## src/scd_map.svh

```systemverilog
// constants of the system clock divider and crystal stop detector
// Notes on behaviour
// - software picks the system clock: main, sub or on-chip oscillator
// - cpu clock is system clock divided by 1, 2, 4, 8 or 16
// - with divide-by-8 off, divider field 00/01/10/11 gives 1/2/4/16
// - after reset the cpu runs from the low-speed oscillator, undivided
// - entering stop mode forces the divide-by-8 select bit to one
// - peripheral taps are system clock divided by 1, 2, 4, 8 and 32
// - gating field nonzero at wait entry stops the peripheral taps in wait
// - general on-chip clock follows osc select; high-speed path divided
// - high-speed timer clock runs undivided only with high-speed enable
// - fast divided clock is high-speed osc over 2 to 9, enable gated
// - slow on-chip clock runs from low-speed osc while its stop bit is 0
// - capture clock is slow (source 0) or fast (source 1) clock over 128
// - watchdog clock runs only with source protection, never stopped
// - crystal stop detection is active only with enable field 11
// - stop: on-chip select, stopped flag, low-speed osc on, interrupt
// - with on-chip selected, low-speed stop bit reads 0, ignores a 1
// - interrupt: stopped flag, or enable 11 with on-chip select set
// - crystal pins are port pins only while the main crystal is unused
`ifndef SCD_MAP_SVH
`define SCD_MAP_SVH

// channel indices of the divider bank
`define SCD_CH_CPU      0
`define SCD_CH_F1       1
`define SCD_CH_F2       2
`define SCD_CH_F4       3
`define SCD_CH_F8       4
`define SCD_CH_F32      5
`define SCD_CH_FAST     6
`define SCD_CH_HSTIMER  7
`define SCD_CH_SLOW     8
`define SCD_CH_GENERAL  9
`define SCD_CH_CAP128   10
`define SCD_CH_WDT      11
`define SCD_NUM_CH      12

// synchroniser bit positions of the oscillator inputs
`define SCD_OSC_MAIN    0
`define SCD_OSC_SUB     1
`define SCD_OSC_LS      2
`define SCD_OSC_HS      3
`define SCD_OSC_WDT     4

// division ratios
`define SCD_RATIO_1     8'h01
`define SCD_RATIO_2     8'h02
`define SCD_RATIO_4     8'h04
`define SCD_RATIO_8     8'h08
`define SCD_RATIO_16    8'h10
`define SCD_RATIO_32    8'h20
`define SCD_RATIO_128   8'h80
`define SCD_FAST_OFFSET 8'h02

// reset values
`define SCD_RST_DIV8        1'h0
`define SCD_RST_CPU_DIV     2'h0
`define SCD_RST_LSO_STOP    1'h0
`define SCD_RST_ONCHIP_SEL  1'h1
`define SCD_RST_XTAL_STOP   1'h0

// detection field value that arms the detector
`define SCD_DETECT_ON       2'h3

// stop detection timeout: two periods of the slowest legal crystal
`define SCD_SYS_CLK_PERIOD_NS 25
`define SCD_STOP_TIMEOUT_NS   1000
`define SCD_STOP_TIMEOUT_CYC \
	((`SCD_STOP_TIMEOUT_NS) / (`SCD_SYS_CLK_PERIOD_NS))

`endif

```

## src/scd_pkg.sv

```systemverilog
// types of the system clock divider and crystal stop detector
`default_nettype none
package scd_pkg;

	// system clock source
	typedef enum logic [1:0] {
		SCD_SRC_MAIN   = 2'b00,
		SCD_SRC_SUB    = 2'b01,
		SCD_SRC_ONCHIP = 2'b10
	} scd_src_t;

	// state of one glitch-free divider channel
	typedef struct packed {
		logic       prev;
		logic [7:0] cnt;
		logic [7:0] ratio;
		logic       run;
		logic       out;
	} scd_div_state_t;

	// state of the control block
	typedef struct packed {
		logic [4:0] sync1;
		logic [4:0] sync2;
		logic       main_prev;
		scd_src_t   sys_sel;
		logic       div8;
		logic [1:0] cpu_div;
		logic       lso_stop;
		logic       onchip_sel;
		logic       xtal_stopped;
		logic       wait_prev;
		logic       wait_gate;
		logic [7:0] stop_cnt;
		logic       irq;
		logic       port_avail;
	} scd_state_t;

endpackage : scd_pkg
`default_nettype wire

```

## src/scd_clock_ctrl.sv

```systemverilog
// system clock selection, dividers, peripheral taps and crystal stop detect
`include "scd_map.svh"
`default_nettype none
module scd_clock_ctrl (
	// clock and reset
	input  wire logic       sys_clk,
	input  wire logic       reset_n,
	// oscillator inputs, asynchronous to sys_clk
	input  wire logic       main_crystal_clock,
	input  wire logic       sub_crystal_clock,
	input  wire logic       low_speed_osc_clock,
	input  wire logic       high_speed_osc_clock,
	input  wire logic       watchdog_osc_clock,
	// software write of the stateful control bits
	input  wire logic       ctl_wr,
	input  wire logic       wr_div8_select_bit,
	input  wire logic       wr_cpu_divider_low_bit,
	input  wire logic       wr_cpu_divider_high_bit,
	input  wire logic       wr_low_speed_osc_stop_bit,
	input  wire logic       wr_onchip_select_flag,
	input  wire logic       wr_crystal_stopped_flag,
	// plain control levels
	input  wire logic       sub_clock_select_bit,
	input  wire logic       main_crystal_stop_bit,
	input  wire logic       crystal_pin_mode_bit,
	input  wire logic       sub_crystal_stop_bit,
	input  wire logic       wake_divider_override_bit,
	input  wire logic       wait_gating_low_bit,
	input  wire logic       wait_gating_high_bit,
	input  wire logic       high_speed_osc_enable_bit,
	input  wire logic       onchip_osc_select_bit,
	input  wire logic [2:0] high_speed_divide_field,
	input  wire logic       div128_source_bit,
	input  wire logic       count_source_protection_bit,
	input  wire logic       detect_enable_low_bit,
	input  wire logic       detect_enable_high_bit,
	// power mode events from the power controller
	input  wire logic       wait_mode,
	input  wire logic       stop_enter,
	// generated clocks
	output logic            cpu_clock,
	output logic [4:0]      peripheral_divided_clock,
	output logic            general_onchip_clock,
	output logic            high_speed_timer_clock,
	output logic            fast_divided_onchip_clock,
	output logic            slow_onchip_clock,
	output logic            capture_div128_clock,
	output logic            watchdog_dedicated_clock,
	// status
	output logic            div8_select_bit,
	output logic            cpu_divider_low_bit,
	output logic            cpu_divider_high_bit,
	output logic            low_speed_osc_stop_bit,
	output logic            onchip_select_flag,
	output logic            crystal_stopped_flag,
	output logic            stop_detect_irq,
	output logic            port_pins_available
);

	scd_pkg::scd_state_t q;
	scd_pkg::scd_state_t d;

	logic [`SCD_NUM_CH-1:0] ch_src;
	logic [`SCD_NUM_CH-1:0] ch_run;
	logic [`SCD_NUM_CH-1:0] ch_out;
	logic [7:0]             ch_ratio [`SCD_NUM_CH];

	logic [1:0]             detect_field;
	logic [1:0]             gating_field;
	logic                   detect_on;
	logic                   main_rise;
	logic                   stop_fire;
	logic                   onchip_lvl;
	logic                   old_lvl;
	logic                   new_lvl;
	logic                   wait_rise;
	logic [7:0]             cpu_ratio;
	logic [7:0]             fast_ratio;
	scd_pkg::scd_src_t      cand;

	// two-bit fields gathered from their loose control bits
	assign detect_field = {detect_enable_high_bit, detect_enable_low_bit};
	assign gating_field = {wait_gating_high_bit, wait_gating_low_bit};

	// level of a source as seen after the synchroniser
	function automatic logic src_level(input scd_pkg::scd_src_t s,
	                                   input logic [4:0] sy,
	                                   input logic onchip);
		logic r;
		r = 1'b0;
		case (s)
			scd_pkg::SCD_SRC_MAIN:   r = sy[`SCD_OSC_MAIN];
			scd_pkg::SCD_SRC_SUB:    r = sy[`SCD_OSC_SUB];
			scd_pkg::SCD_SRC_ONCHIP: r = onchip;
			default:                 r = 1'b0;
		endcase
		return r;
	endfunction : src_level

	// cpu ratio from the divide-by-8 bit and the two-bit field
	// a new ratio waits for the channel's period boundary
	always_comb begin
		if (q.div8) begin
			cpu_ratio = `SCD_RATIO_8;
		end else begin
			case (q.cpu_div)
				2'h0:    cpu_ratio = `SCD_RATIO_1;
				2'h1:    cpu_ratio = `SCD_RATIO_2;
				2'h2:    cpu_ratio = `SCD_RATIO_4;
				2'h3:    cpu_ratio = `SCD_RATIO_16;
				default: cpu_ratio = `SCD_RATIO_1;
			endcase
		end
	end

	// high-speed field 000..111 gives ratio 2..9
	assign fast_ratio = 8'({5'h00, high_speed_divide_field} +
	                       `SCD_FAST_OFFSET);

	// on-chip clock: high-speed divided path or low-speed oscillator
	// one channel serves both uses, so they cannot drift apart
	assign onchip_lvl = ch_out[`SCD_CH_GENERAL];

	// main state update
	always_comb begin
		d = q;
		d.sync1 = {watchdog_osc_clock, high_speed_osc_clock,
		           sub_crystal_clock, low_speed_osc_clock,
		           main_crystal_clock};
		// each oscillator lands on its own synchroniser bit
		d.sync1[`SCD_OSC_MAIN] = main_crystal_clock;
		d.sync1[`SCD_OSC_SUB]  = sub_crystal_clock;
		d.sync1[`SCD_OSC_LS]   = low_speed_osc_clock;
		d.sync1[`SCD_OSC_HS]   = high_speed_osc_clock;
		d.sync1[`SCD_OSC_WDT]  = watchdog_osc_clock;
		// only the second stage is read; the first may be metastable
		d.sync2 = q.sync1;
		d.main_prev = q.sync2[`SCD_OSC_MAIN];
		main_rise = q.sync2[`SCD_OSC_MAIN] & ~q.main_prev;
		d.wait_prev = wait_mode;
		wait_rise = wait_mode & ~q.wait_prev;

		// software writes; hardware sets below take priority
		if (ctl_wr) begin
			d.div8 = wr_div8_select_bit;
			d.cpu_div = {wr_cpu_divider_high_bit, wr_cpu_divider_low_bit};
			d.onchip_sel = wr_onchip_select_flag;
			d.xtal_stopped = wr_crystal_stopped_flag;
			d.lso_stop = wr_low_speed_osc_stop_bit;
		end

		// wait entry: optional undivided wake, and latch of the tap gating
		if (wait_rise) begin
			if (wake_divider_override_bit) begin
				d.div8 = 1'b0;
				d.cpu_div = 2'h0;
			end
			d.wait_gate = (gating_field != 2'h0);
		end else if (!wait_mode) begin
			d.wait_gate = 1'b0;
		end
		// stop entry comes last so it wins over a same-cycle write
		if (stop_enter) begin
			d.div8 = 1'b1;
		end

		// stop detection watches the crystal only while it drives the cpu
		detect_on = (detect_field == `SCD_DETECT_ON) &&
		            (q.sys_sel == scd_pkg::SCD_SRC_MAIN) && !q.onchip_sel;
		// the count saturates, so a dead crystal fires only once
		stop_fire = 1'b0;
		if (!detect_on || main_rise) begin
			d.stop_cnt = 8'h00;
		end else if (q.stop_cnt != 8'(`SCD_STOP_TIMEOUT_CYC)) begin
			d.stop_cnt = 8'(q.stop_cnt + 8'h01);
			stop_fire = (q.stop_cnt == 8'(`SCD_STOP_TIMEOUT_CYC - 1));
		end
		if (stop_fire) begin
			d.onchip_sel = 1'b1;
			d.xtal_stopped = 1'b1;
			d.lso_stop = 1'b0;
		end
		// looks at the next value, so a same-cycle write of 1 is refused
		if (d.onchip_sel) begin
			d.lso_stop = 1'b0;
		end

		// shared interrupt source indication
		d.irq = d.xtal_stopped ||
		        ((detect_field == `SCD_DETECT_ON) && d.onchip_sel);

		// source change waits until both clocks are low, or the old one died
		// the sub crystal outranks the on-chip fallback
		if (sub_clock_select_bit) begin
			cand = scd_pkg::SCD_SRC_SUB;
		end else if (q.onchip_sel) begin
			cand = scd_pkg::SCD_SRC_ONCHIP;
		end else begin
			cand = scd_pkg::SCD_SRC_MAIN;
		end
		old_lvl = src_level(q.sys_sel, q.sync2, onchip_lvl);
		new_lvl = src_level(cand, q.sync2, onchip_lvl);
		if (cand != q.sys_sel && !new_lvl &&
		    (!old_lvl || q.xtal_stopped)) begin
			d.sys_sel = cand;
		end

		// crystal pins are ports only with the crystal stopped and unused
		d.port_avail = main_crystal_stop_bit &&
		               !crystal_pin_mode_bit;
	end

	// reset: low-speed on-chip oscillator, undivided
	// the stop counter starts clear, so no event can follow reset
	always_ff @(posedge sys_clk or negedge reset_n) begin
		if (!reset_n) begin
			q <= '{sync1: 5'h00, sync2: 5'h00, main_prev: 1'b0,
			       sys_sel: scd_pkg::SCD_SRC_ONCHIP,
			       div8: `SCD_RST_DIV8, cpu_div: `SCD_RST_CPU_DIV,
			       lso_stop: `SCD_RST_LSO_STOP,
			       onchip_sel: `SCD_RST_ONCHIP_SEL,
			       xtal_stopped: `SCD_RST_XTAL_STOP,
			       wait_prev: 1'b0, wait_gate: 1'b0, stop_cnt: 8'h00,
			       irq: 1'b0, port_avail: 1'b0};
		end else begin
			q <= d;
		end
	end

	// channel sources, ratios and run enables
	always_comb begin
		ch_src = '0;
		ch_run = '0;
		for (int i = 0; i < `SCD_NUM_CH; i++) begin
			ch_ratio[i] = `SCD_RATIO_1;
		end
		// the cpu clock runs on in wait; the cpu is gated outside
		ch_src[`SCD_CH_CPU] = src_level(q.sys_sel, q.sync2, onchip_lvl);
		ch_ratio[`SCD_CH_CPU] = cpu_ratio;
		ch_run[`SCD_CH_CPU] = 1'b1;
		// peripheral taps share the system clock and the wait gating
		for (int i = `SCD_CH_F1; i <= `SCD_CH_F32; i++) begin
			ch_src[i] = ch_src[`SCD_CH_CPU];
			ch_run[i] = ~q.wait_gate;
		end
		ch_ratio[`SCD_CH_F1] = `SCD_RATIO_1;
		ch_ratio[`SCD_CH_F2] = `SCD_RATIO_2;
		ch_ratio[`SCD_CH_F4] = `SCD_RATIO_4;
		ch_ratio[`SCD_CH_F8] = `SCD_RATIO_8;
		ch_ratio[`SCD_CH_F32] = `SCD_RATIO_32;
		// high-speed clocks ignore wait mode, gated by the enable only
		ch_src[`SCD_CH_FAST] = q.sync2[`SCD_OSC_HS];
		ch_ratio[`SCD_CH_FAST] = fast_ratio;
		ch_run[`SCD_CH_FAST] = high_speed_osc_enable_bit;
		ch_src[`SCD_CH_HSTIMER] = q.sync2[`SCD_OSC_HS];
		ch_run[`SCD_CH_HSTIMER] = high_speed_osc_enable_bit;
		ch_src[`SCD_CH_SLOW] = q.sync2[`SCD_OSC_LS];
		ch_run[`SCD_CH_SLOW] = ~q.lso_stop;
		ch_src[`SCD_CH_GENERAL] = onchip_osc_select_bit ?
		                          ch_out[`SCD_CH_FAST] :
		                          q.sync2[`SCD_OSC_LS];
		ch_run[`SCD_CH_GENERAL] = 1'b1;
		ch_src[`SCD_CH_CAP128] = div128_source_bit ?
		                         ch_out[`SCD_CH_FAST] :
		                         ch_out[`SCD_CH_SLOW];
		ch_ratio[`SCD_CH_CAP128] = `SCD_RATIO_128;
		ch_run[`SCD_CH_CAP128] = 1'b1;
		// no other term may stop the watchdog clock in protection mode
		ch_src[`SCD_CH_WDT] = q.sync2[`SCD_OSC_WDT];
		ch_run[`SCD_CH_WDT] = count_source_protection_bit;
	end

	// one divider per output clock
	// each channel retimes its source, so every clock leaves a flip-flop
	for (genvar g = 0; g < `SCD_NUM_CH; g++) begin : g_ch
		scd_clk_div u_div (
			.sys_clk (sys_clk),
			.reset_n (reset_n),
			.src_lvl (ch_src[g]),
			.ratio   (ch_ratio[g]),
			.run     (ch_run[g]),
			.clk_out (ch_out[g])
		);
	end

	// outputs, all from flip-flops
	assign cpu_clock                 = ch_out[`SCD_CH_CPU];
	assign peripheral_divided_clock  = ch_out[`SCD_CH_F32:`SCD_CH_F1];
	assign general_onchip_clock      = ch_out[`SCD_CH_GENERAL];
	assign high_speed_timer_clock    = ch_out[`SCD_CH_HSTIMER];
	assign fast_divided_onchip_clock = ch_out[`SCD_CH_FAST];
	assign slow_onchip_clock         = ch_out[`SCD_CH_SLOW];
	assign capture_div128_clock      = ch_out[`SCD_CH_CAP128];
	assign watchdog_dedicated_clock  = ch_out[`SCD_CH_WDT];
	assign div8_select_bit           = q.div8;
	assign cpu_divider_low_bit       = q.cpu_div[0];
	assign cpu_divider_high_bit      = q.cpu_div[1];
	assign low_speed_osc_stop_bit    = q.lso_stop;
	assign onchip_select_flag        = q.onchip_sel;
	assign crystal_stopped_flag      = q.xtal_stopped;
	assign stop_detect_irq           = q.irq;
	assign port_pins_available       = q.port_avail;

endmodule : scd_clock_ctrl
`default_nettype wire

```

## src/scd_clk_div.sv

```systemverilog
// glitch-free divider channel clocked by sys_clk, counting source rises
`default_nettype none
module scd_clk_div (
	// clock and reset
	input  wire logic       sys_clk,
	input  wire logic       reset_n,
	// source and control
	input  wire logic       src_lvl,
	input  wire logic [7:0] ratio,
	input  wire logic       run,
	// divided clock
	output logic            clk_out
);

	scd_pkg::scd_div_state_t q;
	scd_pkg::scd_div_state_t d;
	logic                    rise;
	logic [8:0]              half;

	// ratio and run are taken only at a period boundary, so no pulse is cut
	always_comb begin
		d = q;
		d.prev = src_lvl;
		rise = src_lvl & ~q.prev;
		if (rise) begin
			if (q.cnt >= 8'(q.ratio - 8'h01)) begin
				d.cnt = 8'h00;
				d.ratio = (ratio == 8'h00) ? 8'h01 : ratio;
				d.run = run;
			end else begin
				d.cnt = 8'(q.cnt + 8'h01);
			end
		end
		half = 9'({1'b0, d.ratio} + 9'h001) >> 1;
		// undivided follows the source; divided is high for the first half
		if (d.ratio == 8'h01) begin
			d.out = src_lvl & d.run;
		end else begin
			d.out = d.run & ({1'b0, d.cnt} < half);
		end
	end

	always_ff @(posedge sys_clk or negedge reset_n) begin
		if (!reset_n) begin
			q <= '{prev: 1'b0, cnt: 8'h00, ratio: 8'h01, run: 1'b0,
			       out: 1'b0};
		end else begin
			q <= d;
		end
	end

	assign clk_out = q.out;

endmodule : scd_clk_div
`default_nettype wire

```

## config.mk

```make
export PLATFORM = sky130hd
export DESIGN_NAME = scd_clock_ctrl
export DESIGN_NICKNAME = d
export VERILOG_FILES = /design/src/scd_pkg.sv /design/src/scd_clock_ctrl.sv /design/src/scd_clk_div.sv
export VERILOG_INCLUDE_DIRS = /design/src
export SDC_FILE = /design/constraint.sdc
export NUM_CORES = 1
export LEC_CHECK = 0
export ABC_AREA = 1
export BUFFER_PORTS_ARGS = -buffer_cell sky130_fd_sc_hd__buf_2
export CAP_MARGIN = 20
export CORE_ASPECT_RATIO = 0.5
export CORE_MARGIN = 3
export CORE_UTILIZATION = 64
export CTS_CLUSTER_DIAMETER = 120
export CTS_CLUSTER_SIZE = 12
export DETAILED_ROUTE_END_ITERATION = 8
export PLACE_DENSITY = 0.81
export SETUP_SLACK_MARGIN = 0.15
export SYNTH_ARGS = -nofsm -noshare
export SYNTH_HDL_FRONTEND = slang
export SYNTH_HIERARCHICAL = 1
export SYNTH_SLANG_ARGS = --single-unit
export TNS_END_PERCENT = 1
```

## constraint.sdc

```tcl
create_clock -name sys_clk -period 4.05 [get_ports sys_clk]
set_input_delay 0.81 -clock sys_clk [delete_from_list [all_inputs] [get_ports sys_clk]]
set_output_delay 0.81 -clock sys_clk [all_outputs]
set_load 0.01 [all_outputs]
```

==> flow_summary.toml, run 1 <==
[floorplanning]
dieHeight_um = 130.1
top_level_ports = 52
die_w_um = 254.2
core-area_um2 = 29670
rows = 44
initial_core_util = 0.6643
fp.dieArea_um2 = 33070

[critical_path]
cp_max_fo = 5
crit_type = "reg -> reg"
r2r_setup_slack_ns = 0.29
r2r_start = "g_ch[8].u_div/q[2]"
critPathCaptureType = "register"
r2r_cells = 25
setup.worst_path.start_class = "register"
cp.arrival_ns = 4.22
worstPathRequired_ns = 4.51
rr_endpoint = "g_ch[8].u_div/clk_out"

[timing]
layout_worst_path_cycle_share = 0.9278
rsz0062_at_grt = "yes"
tns_ns = 0
tightest_slew_ns = 0.6765
slew_headroom = 0.5490
hold_viol = 0
post-route-min-period_ns = 3.758
worst_slack_ns = 0.2923
maxClockFrequency_mhz = 266.1
setup_viol = 0
slew_viol_final = 0
skew_ns = 0.02191

[grt]
grt_pass1_vias = 14957
grt_start_max_net_pins = 80
grt_pass1_wl_um = 65740
antenna_found_initial = 0
grt_overflow = 0
grt_usage = 0.2373

[routing]
post_drt_wl_per_cell_um = 12.61
firstDrtPassIters = 5
vias_per_cell = 4.999
routed_wl_um = 40230
drt_iter0_markers = 824
ant_nets = 0
num_vias = 15948
drc = 0

[finish]
n_antenna_cell = 0
fin_nets = 3051
final_cells = 3190
syn_to_final_growth_pct = 14.27
fillers = 2170
utilization = 0.7591
drive_above_1_share = 0.1693

[synth]
ys.flop_type = "dfrtp_1"
yosysTopAreaCell = "dfrtp_1"
yosys_warnings = 6
synth.most_common_cell = "nand2_1"
avgSynthCellArea_um2 = 7.810
synth-edff-count = 0
synth_cells = 2524
synth_seq_area_share = 0.3297
netlist_area_um2 = 19710
async_flop_share = 1.000
synth.ff_latch_count = 259
synth_top_cell_area_share = 0.3110
yosys-top-cells-count = "nand2_1 (573), inv_1 (449), dfrtp_1 (245)"
synth_cell_types = 37
yosys-top-cells-area = "dfrtp_1 (31%), ha_1 (15%), nand2_1 (11%)"

[placed_design]
place_congestion = 0.8529
place_ws_ns = 0.1335
placedCellCount = 3112
port_buffers = 50
dpl.hpwl_um = 29430

[clocking]
numCtsBuffers = 25
worstSkewPairLatency_ns = 0.54
clock_sinks = 259
holdBufCountCts = 0
cts_buffer_depth = 3
cts_max_level = 1
cts_tree = "built"
clk_pin_slew_ns = 0.07
cts-root-buf = "clkbuf_16"

[run_status]
outcome = "complete, no violations"

[power_and_ir_drop]
power_mw = 13.89
ir_drop_mv = 0.4070
total_leakage_power_nw = 12.36
power_density_nw_per_um2 = 616.7

[worst_hold_path]
hold_class = "in -> async"

[job]
drv_cap = 0
final cells by class:
type	instances	area, µm²	area share
multi-input combinational	1943	12440	0.5522
clock buffer	37	670.6	0.02977
inverter	450	1689	0.07499
tap	391	489.2	0.02172
timing repair buffer	109	732.0	0.03250
clock inverter	1	7.507	0.0003333
sequential	259	6499	0.2885
flip-flops by register name (all words and copies together) (netlist names), 3 cells and up:
register            flops
ch_src                  3
q                      14
d                       6
g_ch.u_div/clk_out     12
g_ch.u_div/q          216
placed cells by master, fill, tap and decap left out, types with 4 or more instances in the layout:
| cell | count |
|---|---|
| a21oi_1 | 58 |
| a21oi_2 | 18 |
| a41o_1 | 12 |
| buf_2 | 49 |
| buf_4 | 56 |
| clkbuf_1 | 12 |
| clkbuf_16 | 25 |
| conb_1 | 143 |
| dfrtp_1 | 245 |
| dfstp_2 | 14 |
| ha_1 | 211 |
| ha_2 | 12 |
| ha_4 | 8 |
| inv_1 | 422 |
| inv_2 | 28 |
| nand2_1 | 554 |
| nand2_2 | 68 |
| nand2_4 | 17 |
| nand2_8 | 7 |
| nand3_1 | 98 |
| nand3_2 | 20 |
| nand3b_1 | 13 |
| nand4_1 | 36 |
| nor2_1 | 199 |
| nor2_2 | 44 |
| nor2_4 | 16 |
| nor3_1 | 46 |
| nor3_2 | 31 |
| o21a_1 | 12 |
| o21ai_0 | 40 |
| o21ai_1 | 4 |
| o21ai_2 | 36 |
| o22ai_1 | 12 |
| or2_2 | 12 |
| xnor2_1 | 48 |
| xor2_1 | 155 |
logic make-up (layout without fill, tap and decap cells):
family	Yosys count	in the layout	synth area share
compound gates	196	196	0.06468
xor+xnor	204	204	0.09064
fa+ha+maj	231	231	0.1466
buf+inv	463	597	0.09293
flops	259	259	0.3297
mux	3	3	0.001650
other cells	2	143	0.0003810
simple gates	1166	1166	0.2734
timing repair:
| action | in CTS | in global routing |
|---|---|---|
| resized for setup | 4 | 147 |
| endpoints found under the hold margin | 0 | 0 |
| setup buffers | 0 | 40 |
| pin swaps | 0 | 40 |
| setup endpoints to repair | 4 | 12 |
stage by stage:
stage | hold slack [ns] | cell area [µm²]
floorplan | 0.3312 | 20240
global placement | 0.3323 | 21020
detailed placement | 0.3347 | 21020
CTS | 0.2567 | 21710
global route | 0.2582 | 22520
finish | 0.2137 | 22520
how the worst max path moves through the flow:
stage | from | to | slack, ns | depth (start not counted)
after CTS | g_ch[10].u_div/q[2] | g_ch[10].u_div/clk_out | 0.14 | 26
final | g_ch[8].u_div/q[2] | g_ch[8].u_div/clk_out | 0.29 | 25
after global placement | g_ch[10].u_div/q[2] | g_ch[10].u_div/clk_out | 0.21 | 25
after floorplan | g_ch[0].u_div/q[2] | g_ch[0].u_div/clk_out | 0.53 | 26
after global routing | g_ch[2].u_div/q[4] | g_ch[2].u_div/clk_out | 0.03 | 22
after detailed placement | g_ch[6].u_div/q[2] | g_ch[6].u_div/clk_out | 0.13 | 25
routing by layer:
metal / GRT usage / part of all wire / up-vias
li1: - / - / 8341
met1: 0.3133 / 0.47 / 7348
met2: 0.4270 / 0.49 / 210
met3: 0.03187 / 0.030 / 49
met4: 0.04139 / 0.015 / 0
met5: 0 / 0 / -
critical path: stages, from the launching register on:
cell,delay [ns]
dfstp_2,0.52
inv_2,0.06
ha_2,0.20
nand2_2,0.13
nor3_4,0.05
xor2_1,0.16
inv_1,0.06
ha_1,0.28
nand2_1,0.08
o21a_1,0.22
nand2_4,0.11
nand2_4,0.08
nand2_1,0.09
o21ai_2,0.07
inv_2,0.09
ha_4,0.15
nand3_1,0.13
nor2_2,0.18
nand2_1,0.09
xor2_1,0.15
ha_1,0.29
a21oi_1,0.13
o21ai_0,0.08
nor2_1,0.11
nand2_1,0.07
a21oi_2,0.11
report_power, final:
group | total (mW) | leakage, nW | internal [mW] | switching [mW]
logic | 7.83 | 8.84 | 3.05 | 4.78
registers | 3.95 | 3.20 | 3.33 | 0.620
clock network | 2.11 | 0.322 | 1.13 | 0.983
Power figures use the tool's default switching activity.
==> inputs of run 2 (changes only) <==
CELL_PAD_IN_SITES_DETAIL_PLACEMENT = 1   (was default)
CELL_PAD_IN_SITES_GLOBAL_PLACEMENT = 1   (was default)
CORE_UTILIZATION = 48   (was 64)
GPL_ROUTABILITY_DRIVEN = 0   (was default)
PLACE_DENSITY = default   (was 0.81)
PLACE_DENSITY_LB_ADDON = 0.1   (was default)
==> flow_summary.toml, run 2 (synthesis gave the netlist of run 1 again) <==
[run_status]
outcome = "complete, no violations"

[timing]
rsz0062_at_grt = "yes"
worst_slack_ns = 0.2742
skew_ns = 0.01618
layout_worst_path_cycle_share = 0.9323
setup_viol = 0
hold_viol = 0
slew_headroom = 0.4297
tightest_slew_ns = 0.8555
maxClockFrequency_mhz = 264.8
post-route-min-period_ns = 3.776
slew_viol_final = 0

[critical_path]
worstPathRequired_ns = 4.53
r2r_start = "g_ch[3].u_div/q[2]"
cp_max_fo = 9
cp.arrival_ns = 4.25
crit_type = "reg -> reg"
startpoint = "g_ch[3].u_div/q[2]"
r2r_setup_slack_ns = 0.27
setup.worst_path.start_class = "register"
rr_endpoint = "g_ch[3].u_div/clk_out"
critPathCaptureType = "register"
r2r_cells = 25

[clocking]
holdBufCountCts = 0
numCtsBuffers = 25
cts_tree = "built"
clk_pin_slew_ns = 0.07
cts-root-buf = "clkbuf_16"
worstSkewPairLatency_ns = 0.56
cts_buffer_depth = 3
cts_max_level = 1
clock_sinks = 259

[routing]
drt_iter0_markers = 574
ant_nets = 0
routed_wl_um = 50410
firstDrtPassIters = 5
drc = 0
num_vias = 16630
vias_per_cell = 4.958
post_drt_wl_per_cell_um = 15.03

[finish]
regMostFlops = "g_ch.u_div/q"
n_antenna_cell = 0
layout_commonest_cell = "nand2_1"
final_cells = 3354
layout_common_cells = "nand2_1 (531), inv_1 (413), dfrtp_1 (242)"
fin_nets = 3070
drive_above_1_share = 0.1926
largest_reg_flops = 216
syn_to_final_growth_pct = 17.65

[placed_design]
dpl.hpwl_um = 37050
placedCellCount = 3270
port_buffers = 50
place_ws_ns = 0.04148

[job]
drv_cap = 0

[power_and_ir_drop]
ir_drop_mv = 0.3407
power_density_nw_per_um2 = 632.6
total_leakage_power_nw = 12.51

[grt]
grt_start_max_net_pins = 95
grt_pass1_wl_um = 81030
grt_usage = 0.2210
antenna_found_initial = 0
grt_overflow = 0
grt_pass1_vias = 17328

[floorplanning]
top_level_ports = 52
rows = 51
dieHeight_um = 149.3
die_w_um = 292.6
initial_core_util = 0.4966
core-area_um2 = 39690
fp.dieArea_um2 = 43680

[worst_hold_path]
hold_class = "in -> async"
==> run 2: report_power, final <==
| group | leakage (nW) | internal, mW | switching (mW) |
|---|---|---|---|
| combinational | 8.98 | 3.23 | 5.20 |
| sequential | 3.19 | 3.33 | 0.677 |
| clock | 0.333 | 1.16 | 1.08 |
==> run 2: cell type report <==
cell class                      count  area, µm²
Fill cell                        4952      16500
Multi-Input combinational cell   1943      12720
Sequential cell                   259       6502
Inverter                          450       1692
Timing Repair Buffer              128      909.6
Clock buffer                       42      689.4
Tap cell                          530      663.1
Clock inverter                      2      16.27
==> run 2: how the worst max path moves through the flow <==
stage / to / slack [ns] / depth (start not counted)
floorplan: g_ch[0].u_div/clk_out / 0.53 / 26
global placement: g_ch[0].u_div/clk_out / 0.17 / 25
detailed placement: g_ch[5].u_div/clk_out / 0.04 / 26
CTS: g_ch[1].u_div/clk_out / 0.1 / 25
global route: g_ch[0].u_div/clk_out / -0.1 / 22
finish: g_ch[3].u_div/clk_out / 0.27 / 25
==> run 2: routing by layer <==
layer,vias up,GRT usage,share of wire
met4,0,0.03754,0.013
li1,8366,-,-
met5,-,0,0
met2,99,0.4018,0.50
met3,46,0.02529,0.017
met1,8119,0.2886,0.47
==> run 2: worst max-delay path: stages (launching register included) <==
cell     delay (ns)
dfstp_2        0.53
inv_2          0.07
ha_2           0.21
nand2_2        0.10
nor3_2         0.05
xor2_1         0.21
inv_1          0.06
ha_1           0.27
nand2_1        0.08
o21a_1         0.22
nand2_4        0.11
nand2_8        0.09
nand2_2        0.09
o21ai_2        0.08
inv_2          0.10
ha_4           0.15
nand3_2        0.11
nor2_4         0.14
nand2_1        0.07
xor2_1         0.15
ha_1           0.31
a21oi_1        0.15
o21ai_1        0.07
nor2_1         0.10
nand2_1        0.07
a21oi_2        0.10
==> run 2: metrics by stage <==
stage / util / TNS (ns) / hold slack, ns / total power, mW / instance area (µm²)
after CTS: 0.5566 / 0 / 0.2894 / 14.00 / 22090
final: 0.5843 / 0 / 0.2617 / 14.67 / 23190
after detailed placement: 0.5378 / 0 / 0.3372 / 11.62 / 21340
after floorplan: - / 0 / 0.3312 / 9.576 / 20240
after global routing: 0.5843 / -0.09640 / 0.3085 / 16.24 / 23190
after global placement: 0.5378 / 0 / 0.3344 / 11.18 / 21340
==> run 2: timing repair <==
item,in CTS,in global routing
endpoints found under the setup margin,9,12
pin swaps,3,79
buffers inserted,0,40
cloned,0,0
gates resized for setup,15,222
